`src/verilog/global_ctl_pkg.sv`:
```
// constants and register map of the counter global control block
//==================================================================
// Functional notes
// - read-only id word: bits 27..24 revision, bits 31..28 zero.
// - exchange bit 21 swaps dedicated pins of locations 0-3 and 4-7.
// - pairs 0/4,1/5,2/6,3/7 trade pins; register addressing unchanged.
// - exchange also covers quadrature inputs and output pins.
// - writing one to bit 31,23,15 or 7 clears that channel toggle.
// - toggle steers acknowledge to alternate halves of a 16-bit word.
// - lane-toggle clear bit is a strobe that clears itself.
// - four 5-bit selects pick the source of each request pin.
// - select values 0..3 route counter 0..3 request to the pin.
// - select 31 drives nothing, pin floats; this is the reset value.
// - enable bit 6 gates terminal count onto the counter interrupt.
// - pair reset bit 2 resets even counter, bit 3 the odd one.
// - reset strobe clears itself and leaves the counter disarmed.
// - counter reset clears the missed-load flag.
// - counter reset clears the sticky stale-data flag.
//==================================================================
package global_ctl_pkg;

   //==================================================================
   // register offsets
   localparam logic [11:0] OFF_PAIR_RESET = 12'h190;
   localparam logic [11:0] OFF_IRQ_ENABLE = 12'h192;
   localparam logic [11:0] OFF_SILICON_ID = 12'h700;
   localparam logic [11:0] OFF_CLOCK_PIN = 12'h73c;
   localparam logic [11:0] OFF_DMA_ROUTE = 12'h76c;
   localparam logic [11:0] OFF_EVT_STATUS = 12'h7a0;
   localparam logic [11:0] OFF_EVT_MASK = 12'h7a4;
   localparam logic [11:0] OFF_STATE = 12'h7a8;

   //==================================================================
   // field positions
   localparam int ID_REV_LSB = 24;
   localparam int SWAP_BIT = 21;
   localparam int DMA_CH_STRIDE = 8;
   localparam int DMA_CLEAR_BIT = 7;
   localparam int TC_ENABLE_BIT = 6;
   localparam int EVEN_RESET_BIT = 2;
   localparam int ODD_RESET_BIT = 3;

   // event status bits
   localparam int EV_TC = 0;
   localparam int EV_MISSED = 1;
   localparam int EV_STALE = 2;
   localparam int EV_ACK_DONE = 3;
   localparam int EV_W = 4;

   //==================================================================
   // widths, codes and reset values
   localparam int SEL_W = 5;
   localparam int DMA_CH = 4;
   localparam int LOCS = 8;
   localparam logic [4:0] SEL_NONE = 5'h1f;
   localparam logic [4:0] SEL_LAST_CTR = 5'h03;
   localparam logic SWAP_RESET = 1'b0;
   localparam logic IRQ_EN_RESET = 1'b0;
   localparam logic [3:0] MASK_RESET = 4'h0;

endpackage

```
`src/verilog/pin_sync.sv`:
```
// three-stage pin synchroniser that accepts a level once stages agree
`timescale 1ns/1ps
module pin_sync #(
   parameter int W = 1
)(
   input wire logic clock, // 200 MHz
   input wire logic resetn, // async, active low
   input wire logic [W-1:0] d, // raw pin level
   output logic [W-1:0] q // accepted level
);

   logic [W-1:0] s1_q, s2_q, s3_q, q_q;
   logic [W-1:0] q_d;
   logic [W-1:0] agree;

   // stage one feeds stage two only, to keep metastability contained
   always_comb
   begin
      agree = ~(s2_q ^ s3_q);
      q_d = (agree & s3_q) | (~agree & q_q);
   end

   always_ff @(posedge clock or negedge resetn)
   begin
      if (!resetn)
      begin
         s1_q <= '0;
         s2_q <= '0;
         s3_q <= '0;
         q_q <= '0;
      end
      else
      begin
         s1_q <= d;
         s2_q <= s1_q;
         s3_q <= s2_q;
         q_q <= q_d;
      end
   end

   assign q = q_q;

endmodule

```
`src/verilog/counter_global_control.sv`:
```
// global and joint control registers of the multi-counter timing block
`timescale 1ns/1ps
module counter_global_control #(
   parameter logic [3:0] SILICON_REV = 4'h1 // arbitrary value
)(
   input wire logic clock, // 200 MHz
   input wire logic resetn, // async, active low
   input wire logic [11:0] addr, // register offset
   input wire logic [31:0] wdata, // write data
   input wire logic wr_en, // write strobe
   input wire logic rd_en, // read strobe
   output logic [31:0] rdata, // read data, cycle after rd_en
   input wire logic [7:0] pin_src, // source pins per location
   input wire logic [7:0] pin_gate, // gate pins
   input wire logic [7:0] pin_updown, // direction pins
   input wire logic [7:0] pin_aux, // quadrature index pins
   output logic [7:0] ctr_src, // source to counters
   output logic [7:0] ctr_gate, // gate to counters
   output logic [7:0] ctr_updown, // direction to counters
   output logic [7:0] ctr_aux, // quadrature index to counters
   input wire logic [7:0] ctr_out, // counter outputs
   output logic [7:0] pin_out, // output pins
   input wire logic [3:0] ctr_dma_req, // counter 0..3 requests
   output logic [3:0] dma_request_pin, // request pin level
   output logic [3:0] dma_request_oe, // request pin driven
   input wire logic [3:0] dma_acknowledge_pin, // acknowledge pins
   output logic [3:0] ack_low_lane, // ack on low half
   output logic [3:0] ack_high_lane, // ack on high half
   input wire logic terminal_count, // even counter terminal count
   output logic counter_irq, // gated terminal count
   input wire logic [1:0] arm_event, // counter armed {odd,even}
   input wire logic [1:0] missed_load_event, // no load between gates
   input wire logic [1:0] stale_event, // stale data seen
   output logic even_counter_reset_strobe, // one-cycle reset
   output logic odd_counter_reset_strobe, // one-cycle reset
   output logic [1:0] counter_armed, // armed state
   output logic [1:0] missed_load_flag, // missed-load flags
   output logic [1:0] sticky_stale_flag, // sticky stale flags
   output logic irq // unmasked event pending
);

   //==================================================================
   // pin synchronisers
   logic [35:0] sync_v;
   logic [7:0] src_v, gate_v, updown_v, aux_v;
   logic [3:0] ack_v;

   pin_sync #(.W(36)) u_sync (
      .clock(clock),
      .resetn(resetn),
      .d({dma_acknowledge_pin, pin_aux, pin_updown, pin_gate, pin_src}),
      .q(sync_v)
   );

   assign src_v = sync_v[7:0];
   assign gate_v = sync_v[15:8];
   assign updown_v = sync_v[23:16];
   assign aux_v = sync_v[31:24];
   assign ack_v = sync_v[35:32];

   //==================================================================
   // write decode
   logic wr_pair, wr_irq, wr_clk, wr_dma, wr_stat, wr_mask;

   always_comb
   begin
      wr_pair = wr_en && addr == global_ctl_pkg::OFF_PAIR_RESET;
      wr_irq = wr_en && addr == global_ctl_pkg::OFF_IRQ_ENABLE;
      wr_clk = wr_en && addr == global_ctl_pkg::OFF_CLOCK_PIN;
      wr_dma = wr_en && addr == global_ctl_pkg::OFF_DMA_ROUTE;
      wr_stat = wr_en && addr == global_ctl_pkg::OFF_EVT_STATUS;
      wr_mask = wr_en && addr == global_ctl_pkg::OFF_EVT_MASK;
   end

   //==================================================================
   // configuration registers
   logic swap_q, swap_d;
   logic irq_en_q, irq_en_d;
   logic [3:0][4:0] sel_q, sel_d;
   logic [3:0] mask_q, mask_d;

   always_comb
   begin
      swap_d = swap_q;
      irq_en_d = irq_en_q;
      sel_d = sel_q;
      mask_d = mask_q;
      if (wr_clk)
         swap_d = wdata[global_ctl_pkg::SWAP_BIT];
      if (wr_irq)
         irq_en_d = wdata[global_ctl_pkg::TC_ENABLE_BIT];
      if (wr_mask)
         mask_d = wdata[3:0];
      if (wr_dma)
         for (int c = 0; c < global_ctl_pkg::DMA_CH; c++)
            sel_d[c] = wdata[c*global_ctl_pkg::DMA_CH_STRIDE +:
               global_ctl_pkg::SEL_W];
   end

   always_ff @(posedge clock or negedge resetn)
   begin
      if (!resetn)
      begin
         swap_q <= global_ctl_pkg::SWAP_RESET;
         irq_en_q <= global_ctl_pkg::IRQ_EN_RESET;
         sel_q <= {4{global_ctl_pkg::SEL_NONE}};
         mask_q <= global_ctl_pkg::MASK_RESET;
      end
      else
      begin
         swap_q <= swap_d;
         irq_en_q <= irq_en_d;
         sel_q <= sel_d;
         mask_q <= mask_d;
      end
   end

   //==================================================================
   // pin exchange between location groups 0-3 and 4-7
   function automatic logic [7:0] xchg(input logic [7:0] v, input logic s);
      xchg = s ? {v[3:0], v[7:4]} : v;
   endfunction

   logic [7:0] csrc_d, cgate_d, cupd_d, caux_d, pout_d;

   // only pins move; the register side never sees the exchange
   always_comb
   begin
      csrc_d = xchg(src_v, swap_q);
      cgate_d = xchg(gate_v, swap_q);
      cupd_d = xchg(updown_v, swap_q);
      caux_d = xchg(aux_v, swap_q);
      pout_d = xchg(ctr_out, swap_q);
   end

   always_ff @(posedge clock or negedge resetn)
   begin
      if (!resetn)
      begin
         ctr_src <= '0;
         ctr_gate <= '0;
         ctr_updown <= '0;
         ctr_aux <= '0;
         pin_out <= '0;
      end
      else
      begin
         ctr_src <= csrc_d;
         ctr_gate <= cgate_d;
         ctr_updown <= cupd_d;
         ctr_aux <= caux_d;
         pin_out <= pout_d;
      end
   end

   //==================================================================
   // request routing and acknowledge lane toggles
   logic [3:0] req_d, oe_d, tog_q, tog_d, ack_prev_q, lo_d, hi_d;
   logic ack_done;

   always_comb
   begin
      ack_done = 1'b0;
      for (int c = 0; c < global_ctl_pkg::DMA_CH; c++)
      begin
         if (sel_q[c] <= global_ctl_pkg::SEL_LAST_CTR)
         begin
            req_d[c] = ctr_dma_req[sel_q[c][1:0]];
            oe_d[c] = 1'b1;
         end
         else if (sel_q[c] == global_ctl_pkg::SEL_NONE)
         begin
            req_d[c] = 1'b0;
            oe_d[c] = 1'b0;
         end
         else
         begin
            req_d[c] = 1'b0;
            oe_d[c] = 1'b1;
         end
         // flip at the end of each access so the lane holds during it
         tog_d[c] = tog_q[c] ^ (ack_prev_q[c] & ~ack_v[c]);
         ack_done = ack_done | (ack_prev_q[c] & ~ack_v[c]);
         if (wr_dma && wdata[c*global_ctl_pkg::DMA_CH_STRIDE +
               global_ctl_pkg::DMA_CLEAR_BIT])
            tog_d[c] = 1'b0;
         lo_d[c] = ack_v[c] & ~tog_q[c];
         hi_d[c] = ack_v[c] & tog_q[c];
      end
   end

   always_ff @(posedge clock or negedge resetn)
   begin
      if (!resetn)
      begin
         dma_request_pin <= '0;
         dma_request_oe <= '0;
         tog_q <= '0;
         ack_prev_q <= '0;
         ack_low_lane <= '0;
         ack_high_lane <= '0;
      end
      else
      begin
         dma_request_pin <= req_d;
         dma_request_oe <= oe_d;
         tog_q <= tog_d;
         ack_prev_q <= ack_v;
         ack_low_lane <= lo_d;
         ack_high_lane <= hi_d;
      end
   end

   //==================================================================
   // pair reset strobes and counter flags
   logic ev_rst_d, od_rst_d;
   logic [1:0] rst_now, armed_d, missed_d, stale_d;

   always_comb
   begin
      // strobes only register the write decode, so they fall by themselves
      ev_rst_d = wr_pair && wdata[global_ctl_pkg::EVEN_RESET_BIT];
      od_rst_d = wr_pair && wdata[global_ctl_pkg::ODD_RESET_BIT];
      rst_now = {odd_counter_reset_strobe, even_counter_reset_strobe};
      // reset wins over arming: the counter is left disarmed
      armed_d = (counter_armed | arm_event) & ~rst_now;
      // a new event in the reset cycle is kept
      missed_d = (missed_load_flag & ~rst_now) | missed_load_event;
      stale_d = (sticky_stale_flag & ~rst_now) | stale_event;
   end

   always_ff @(posedge clock or negedge resetn)
   begin
      if (!resetn)
      begin
         even_counter_reset_strobe <= 1'b0;
         odd_counter_reset_strobe <= 1'b0;
         counter_armed <= '0;
         missed_load_flag <= '0;
         sticky_stale_flag <= '0;
      end
      else
      begin
         even_counter_reset_strobe <= ev_rst_d;
         odd_counter_reset_strobe <= od_rst_d;
         counter_armed <= armed_d;
         missed_load_flag <= missed_d;
         sticky_stale_flag <= stale_d;
      end
   end

   //==================================================================
   // events, interrupts and read data
   logic [3:0] status_q, status_d, ev_set;
   logic cirq_d, irq_d;
   logic [31:0] rdata_d;

   always_comb
   begin
      ev_set = '0;
      ev_set[global_ctl_pkg::EV_TC] = terminal_count;
      ev_set[global_ctl_pkg::EV_MISSED] = |missed_load_event;
      ev_set[global_ctl_pkg::EV_STALE] = |stale_event;
      ev_set[global_ctl_pkg::EV_ACK_DONE] = ack_done;
      status_d = status_q;
      if (wr_stat)
         status_d = status_q & ~wdata[3:0];
      status_d = status_d | ev_set;
      cirq_d = terminal_count & irq_en_q;
      irq_d = |(status_q & mask_q);
      rdata_d = '0;
      if (rd_en)
         case (addr)
            global_ctl_pkg::OFF_SILICON_ID:
               rdata_d[global_ctl_pkg::ID_REV_LSB +: 4] = SILICON_REV;
            global_ctl_pkg::OFF_EVT_STATUS: rdata_d[3:0] = status_q;
            global_ctl_pkg::OFF_EVT_MASK: rdata_d[3:0] = mask_q;
            global_ctl_pkg::OFF_STATE:
               rdata_d[13:0] = {tog_q, swap_q, irq_en_q, sticky_stale_flag,
                  missed_load_flag, counter_armed, 2'b00};
            default: rdata_d = '0;
         endcase
   end

   always_ff @(posedge clock or negedge resetn)
   begin
      if (!resetn)
      begin
         status_q <= '0;
         counter_irq <= 1'b0;
         irq <= 1'b0;
         rdata <= '0;
      end
      else
      begin
         status_q <= status_d;
         counter_irq <= cirq_d;
         irq <= irq_d;
         rdata <= rdata_d;
      end
   end
endmodule

```
`config.mk`:
```
export PLATFORM = sky130hd
export DESIGN_NAME = counter_global_control
export DESIGN_NICKNAME = d
export VERILOG_FILES = /design/src/verilog/global_ctl_pkg.sv /design/src/verilog/pin_sync.sv /design/src/verilog/counter_global_control.sv
export SDC_FILE = /design/constraint.sdc
export NUM_CORES = 1
export LEC_CHECK = 0
export BUFFER_PORTS_ARGS = -buffer_cell sky130_fd_sc_hd__buf_4
export CORE_UTILIZATION = 53
export DETAILED_ROUTE_END_ITERATION = 10
export PLACE_DENSITY = 0.9
export SYNTH_ARGS = -nofsm -noshare
export SYNTH_HDL_FRONTEND = slang
export SYNTH_HIERARCHICAL = 1
export SYNTH_SLANG_ARGS = --single-unit
```
`constraint.sdc`:
```
create_clock -name clock -period 1.85 [get_ports clock]
set_input_delay 0.185 -clock clock [delete_from_list [all_inputs] [get_ports clock]]
set_output_delay 0.185 -clock clock [all_outputs]
set_load 0.005 [all_outputs]
```
==> reports/metrics.csv, run 1 <==
stage,metric,value,unit
run_status,outcome,completed,
cts,Setup Buffers After CTS,0,
worst_setup_path,Worst Setup SP,swap_q$_DFFE_PN0P_,
route,Avg Vias per Cell,5.00,
route,post-detailed-route wirelength per cell,19.5,microns
route,DRT Pass-1 Iters,4,
global_route,Tot GR Track Use,23.9,%
cts,CTS clock-pin slew for the worst setup and hold paths,0.07,ns
floorplan,initial core utilization,54.9,%
power,VDD IR-drop max,0.916,mV
cts,Clk Tree Root Cell,clkbuf_16,
worst_setup_path,Critical Path RT,2.24,ns
cts,H-tree depth,1,
worst_setup_path,RR Startpoint,swap_q$_DFFE_PN0P_,
timing,max-slew violation count,0,
layout,fin nets,894,
placement,IO Port Bufs,177,
timing,Fmax,593,MHz
floorplan,Ports,201,
timing,Rel. slew slack,65.7,%
synthesis,syn_area_per_cell,17.6,sq um
worst_setup_path,crit path DAT,2.07,ns
placement,gpl congestion,0.753,
power,ratio of total power to cell area,1050,nW/um^2
synthesis,Yosys cell types,41,
timing,Worst-Margin Slew,0.507,ns
synthesis,#FFs+latches synth,263,
worst_setup_path,Critical R2R Capture,pin_out[6]$_DFF_PN0_,
route,Iter 0 DRT Violations,144,
cts,clock net sink count,263,
route,detailed-route via count,5115,
min_path,worst hold path startpoint,wr_en,
worst_setup_path,worst-path maximum fanout,15,
global_route,first-pass GRT wire length,30400,microns
worst_setup_path,flop2flop setup slack,0.16,ns
floorplan,die width,131,microns
layout,antenna diode instance count,0,
cts,Longest Clk Path Bufs,3,
layout,Util after Layout,75.7,%
power,Overall Power,0.0128,W
timing,clock skew,0.00756,ns
floorplan,total core area,16100,sq um
timing,setup TNS,0,ns
layout,layout cells sized above 1,45.0,%
route,final WL,19900,microns
synthesis,yosys warns,6,
placement,hpwl dp,12100,microns
global_route,total grt overflow,0,
floorplan,Die H,131,microns
worst_setup_path,crit end category,flop,
floorplan,total die area,17200,sq um
cts,TritonCTS clock tree,built,
synthesis,largest cells by area after synthesis,"dfrtp_1, mux2_2, dfstp_2",
global_route,pin count of the biggest net entering global routing,76,
run,max-cap violations,0,
min_path,Hold Crit Class,in2reg,
synthesis,cell with the most instances after synthesis,dfrtp_1,
route,ANT nets after route,0,
synthesis,Synth top cells by count,"dfrtp_1, mux2_2, maj3_2",
timing,final setup vio count,0,
global_route,initial antenna violation count,0,
layout,Non-Filler Instances,1023,
synthesis,"EDFF count, synth",0,
synthesis,register area share after synthesis,74.9,%
floorplan,# rows,46,
timing,RSZ-0062 raised after global routing,no,
worst_setup_path,Reg2Reg Depth,2,
min_path,Hold Path Depth,4,
global_route,vias in the first global route,5691,
synthesis,asr flop ratio synth,100,%
timing,Final Hold Fails,0,
min_path,Hold Crit Endpoint,status_q[3]$_DFF_PN0_,
power,leakage power,5.52,nW
cts,Clock Latency Late Sink,0.51,ns
layout,Layout Area Growth over Synthesis,37.8,%
route,Remaining DRCs,0,
worst_setup_path,critical path class,reg2reg,
worst_setup_path,startpoint types,flop,
timing,Final Cycle Share,91.1,%
placement,DP Cell Count,894,
timing,"Min Clock Period, post-route",1.69,ns
synthesis,synthesized cell area,8820,sq um
synthesis,Synth area leader,dfrtp_1,
synthesis,Yosys top cell area share,68.9,%
cts,CTS buffer count,25,
synthesis,cells after synthesis,502,
synthesis,Main synth FF type,dfrtp_1,
## worst max-delay path, cell delays in order, from the launching register on
cell and delay [ns]:
dfrtp_2 0.61, mux2_2 0.39, dlygate4sd3_1 0.56
## final cells by class
| type | instances | area, sq um |
|---|---|---|
| repair buffers | 272 | 2330 |
| flip-flops and latches | 263 | 6610 |
| clock inverters | 9 | 151 |
| clock buffers | 34 | 719 |
| inverters | 6 | 22.5 |
| fillers | 874 | 3900 |
| multi-input cells | 223 | 2060 |
| well taps | 216 | 270 |
## layer usage
metal / GRT usage, % / part of all wire (%) / vias up
met5: 0 / 0 / -
met4: 7.17 / 2.5 / 0
met3: 5.74 / 6.0 / 47
met2: 43.7 / 53 / 180
met1: 27.9 / 38 / 2599
li1: - / - / 2289
## where the power goes
group	total, W	internal [W]	switching [W]
Combinational	0.00109	0.000652	0.000438
Sequential	0.00640	0.00615	0.000253
Clock	0.00532	0.00327	0.00205
## stage by stage
stage / hold WS [ns] / instance area [sq um] / setup slack (ns)
floorplan: -0.111 / 8880 / 0.368
global placement: 0.124 / 10400 / 0.176
detailed placement: 0.135 / 10400 / 0.172
CTS: 0.0248 / 12200 / 0.173
global route: 0.0617 / 12200 / 0.0862
finish: 0.0461 / 12200 / 0.165
## how the worst max path moves through the flow
| stage | endpoint | slack, ns |
|---|---|---|
| floorplan | sel_q[10]$_DFFE_PN1P_ | 0.37 |
| global placement | irq_en_q$_DFFE_PN0P_ | 0.18 |
| detailed placement | sel_q[17]$_DFFE_PN1P_ | 0.17 |
| CTS | pin_out[6]$_DFF_PN0_ | 0.17 |
| global route | pin_out[6]$_DFF_PN0_ | 0.09 |
| finish | pin_out[6]$_DFF_PN0_ | 0.16 |
## cells by family after synthesis
group	after synthesis	share of synthesized area, %
AOI/OAI and AO/OA	16	1.25
xor gates and xnor gates	4	0.397
buffers and inverters	32	2.48
other	1	0.0425
and+or+nand+nor	76	6.45
DFF	263	74.9
adders and majority gates	36	4.60
muxes	74	9.90
## repair_timing
item,in CTS,in global routing
setup endpoints to repair,0,0
hold buffers,86,0
resized for setup,0,0
hold endpoints to repair,148,0
## cells in the final DEF, fill, tap and decap left out, types with 5 or more instances in the layout
cell / netlist / routed
and2_1: 15 / 15
buf_12: 0 / 5
buf_4: 17 / 180
clkbuf_16: 0 / 25
clkbuf_8: 2 / 6
conb_1: 1 / 17
dfrtp_1: 243 / 242
dfstp_2: 20 / 20
dlygate4sd3_1: 0 / 86
inv_1: 6 / 6
maj3_2: 36 / 36
mux2_2: 66 / 66
nor2_1: 9 / 9
nor2b_1: 9 / 9
nor4_1: 6 / 6
nor4b_1: 6 / 6
(Power assumes the default switching activity.)
==> run 2, diff against run 1 <==
Settings changed: CORE_UTILIZATION 53 to 55, CTS_BUF_LIST set to sky130_fd_sc_hd__clkbuf_4, PLACE_DENSITY 0.9 to 0.92.
==> run 2 against run 1 <==
Against the previous run: the run now ends with setup timing left; via count increased by 11%; global-route usage increased by 3.4 points; sequential cell count unchanged; register-to-register slack got worse by 0.06 ns; power decreased by 3.5%; clock power decreased by 10%; sequential share of layout area decreased by 1.0 points; non-clock buffer count increased by 29; clock skew increased by 0.031 ns; cell count increased by 9.4%; critical path type is now in2reg.
==> reports/metrics.csv, run 2 (same netlist as run 1, synthesis figures left out) <==
stage,metric,value,unit,change
global_route,Tot GR Track Use,27.3,%,+3.4 points
timing,final setup vio count,2,,+2
power,switching part of the total,24.1,%,+2.7 points
power,leakage power,5.73,nW,+3.9%
power,Gate power share,9.5,%,+1.0 points
global_route,vias in the first global route,6430,,+13%
cts,CTS clock-pin slew for the worst setup and hold paths,0.07,ns,about the same
floorplan,Die H,129,microns,-1.8%
timing,"Min Clock Period, post-route",1.89,ns,+0.210 ns
worst_setup_path,critical path class,in2reg,,
run,max-cap violations,0,,unchanged
power,VDD IR-drop max,0.816,mV,-11%
timing,Final Hold Fails,0,,unchanged
cts,Clock Latency Late Sink,0.67,ns,+0.16 ns
route,ANT nets after route,0,,unchanged
floorplan,# rows,45,,-2.2%
layout,"most common cell after layout, fill and taps aside",dfrtp_1,,
layout,most frequent cells in the layout,"dfrtp_1, buf_4, dlygate4sd3_1, clkbuf_4, mux2_2",,
min_path,worst hold path startpoint,addr[3],,
route,DRT Pass-1 Iters,4,,unchanged
placement,Place WS,0.221,ns,+0.0488 ns
timing,Final Cycle Share,102,%,+11 points
worst_setup_path,Reg2Reg Depth,3,,+1
worst_setup_path,RR Startpoint,swap_q$_DFFE_PN0P_,,
cts,Longest Clk Path Bufs,3,,unchanged
cts,TritonCTS clock tree,built,,
timing,clock skew,0.0382,ns,+0.0307 ns
placement,IO Port Bufs,177,,unchanged
min_path,Hold Crit Endpoint,rdata[2]$_DFF_PN0_,,
min_path,Hold Path Depth,4,,unchanged
route,post-detailed-route wirelength per cell,19.1,microns,-1.7%
timing,Worst-Margin Slew,0.565,ns,+0.0578 ns
placement,DP Cell Count,896,,+0.22%
power,Overall Power,0.0124,W,-3.5%
layout,fin nets,959,,+7.3%
timing,post-route setup slack,-0.0448,ns,-0.210 ns
route,final WL,21400,microns,+7.5%
timing,max-slew violation count,0,,unchanged
power,Psw,0.00298,W,+8.7%
power,P_int,0.00939,W,-6.8%
layout,layout cells sized above 1,47.7,%,+2.8 points
power,ratio of total power to cell area,998,nW/um^2,-5.3%
timing,Rel. slew slack,62.3,%,-3.4 points
power,part of the power in the clock network,38.8,%,-2.7 points
cts,H-tree depth,2,,+1
cts,CTS buffer count,61,,+140%
min_path,Hold Crit Class,in2reg,,
global_route,initial antenna violation count,1,,+1
worst_setup_path,flop2flop setup slack,0.10,ns,-0.06 ns
worst_setup_path,crit end category,flop,,
route,Iter 0 DRT Violations,206,,+43%
placement,hpwl dp,12000,microns,-0.92%
worst_setup_path,worst-path maximum fanout,4,,-11
worst_setup_path,Critical Path RT,2.39,ns,+0.15 ns
worst_setup_path,Worst Setup SP,addr[0],,
layout,Non-Filler Instances,1119,,+9.4%
timing,RSZ-0062 raised after global routing,yes,,
timing,setup TNS,-0.0574,ns,-0.0574 ns
floorplan,die width,129,microns,-1.8%
floorplan,total core area,15400,sq um,-3.9%
worst_setup_path,Critical R2R Capture,pin_out[5]$_DFF_PN0_,,
worst_setup_path,startpoint types,primary input,,
route,Avg Vias per Cell,5.07,,+1.4%
global_route,first-pass GRT wire length,33700,microns,+11%
global_route,total grt overflow,0,,unchanged
floorplan,initial core utilization,57.2,%,+2.2 points
route,detailed-route via count,5671,,+11%
floorplan,Ports,201,,unchanged
layout,Layout Area Growth over Synthesis,40.4,%,
worst_setup_path,crit path DAT,2.44,ns,+0.37 ns
route,Remaining DRCs,0,,unchanged
placement,gpl congestion,0.820,,+9.0%
cts,clock net sink count,263,,unchanged
timing,Fmax,528,MHz,-11%
global_route,pin count of the biggest net entering global routing,76,,unchanged
cts,Clk Tree Root Cell,clkbuf_4,,
floorplan,total die area,16600,sq um,-3.6%
power,Seq pwr share,51.8,%,+1.8 points
run_status,outcome,finished with violations,,
run_status,failing checks,setup timing,,
==> run 2: cell types whose count changed in the layout (fill, tap and decap cells not counted), moves of 3 or more <==
cell	previous run	this run
clkbuf_4	0	97
clkinv_1	0	14
clkbuf_8	6	0
clkbuf_16	25	0
clkinv_2	3	0
bufinv_16	4	1
dlygate4sd3_1	86	107
buf_4	180	189
clkbuf_1	3	0
==> run 2: through the flow <==
step	hold WS (ns)	cell area, sq um	util (%)
floorplan	-0.111	8880	-
CTS	0.00325	12400	80.1
global route	0.0314	12400	80.3
finish	0.0513	12400	80.3
detailed placement	0.188	10500	67.8
global placement	0.183	10500	67.8
==> run 2: power by group through the flow <==
stage / registers [W] / clock network, W / logic (W)
floorplan: 0.00643 / 0 / 0.000348
global placement: 0.00644 / 0 / 0.000880
detailed placement: 0.00649 / 0 / 0.000925
CTS: 0.00638 / 0.00482 / 0.00114
global route: 0.00644 / 0.00521 / 0.00127
finish: 0.00640 / 0.00479 / 0.00117
==> run 2: repair_timing <==
action	4_1_cts	5_1_grt
hold buffers	107	0
setup buffers	0	1
hold endpoints to repair	332	0
endpoints found under the setup margin	0	6
gates resized for setup	0	3
==> run 2: how the worst max path moves through the flow <==
stage,endpoint,slack [ns],cells after the start
2_1_floorplan,sel_q[10]$_DFFE_PN1P_,0.37,4
3_3_place_gp,swap_q$_DFFE_PN0P_,0.23,5
3_5_place_dp,sel_q[8]$_DFFE_PN1P_,0.22,5
4_1_cts,mask_q[3]$_DFFE_PN0P_,0.03,6
5_1_grt,status_q[0]$_DFF_PN0_,-0.04,7
6_report,status_q[3]$_DFF_PN0_,-0.04,6
==> run 2: layout make-up <==
| cell class | count | area (sq um) |
|---|---|---|
| sequential | 263 | 6610 |
| fill | 781 | 3040 |
| timing repair buffer | 301 | 2580 |
| multi-input combinational | 223 | 2080 |
| clock buffer | 97 | 728 |
| tap | 211 | 264 |
| clock inverter | 17 | 95.1 |
| inverter | 6 | 22.5 |
| antenna | 1 | 2.50 |
==> run 2: metal layers <==
layer | track usage, % | up-vias | share of wire, %
met2 | 50.0 | 247 | 54
met5 | 0 | - | 0
met4 | 13.1 | 0 | 3.8
met1 | 29.8 | 2894 | 36
met3 | 6.65 | 66 | 5.7
li1 | - | 2464 | -
==> run 2: worst max-delay path, stage by stage <==
cell and delay, ns:
dlygate4sd3_1 0.54, buf_4 0.15, or4_4 0.51, dlygate4sd3_1 0.60, o41ai_2 0.33, nand2_1 0.11
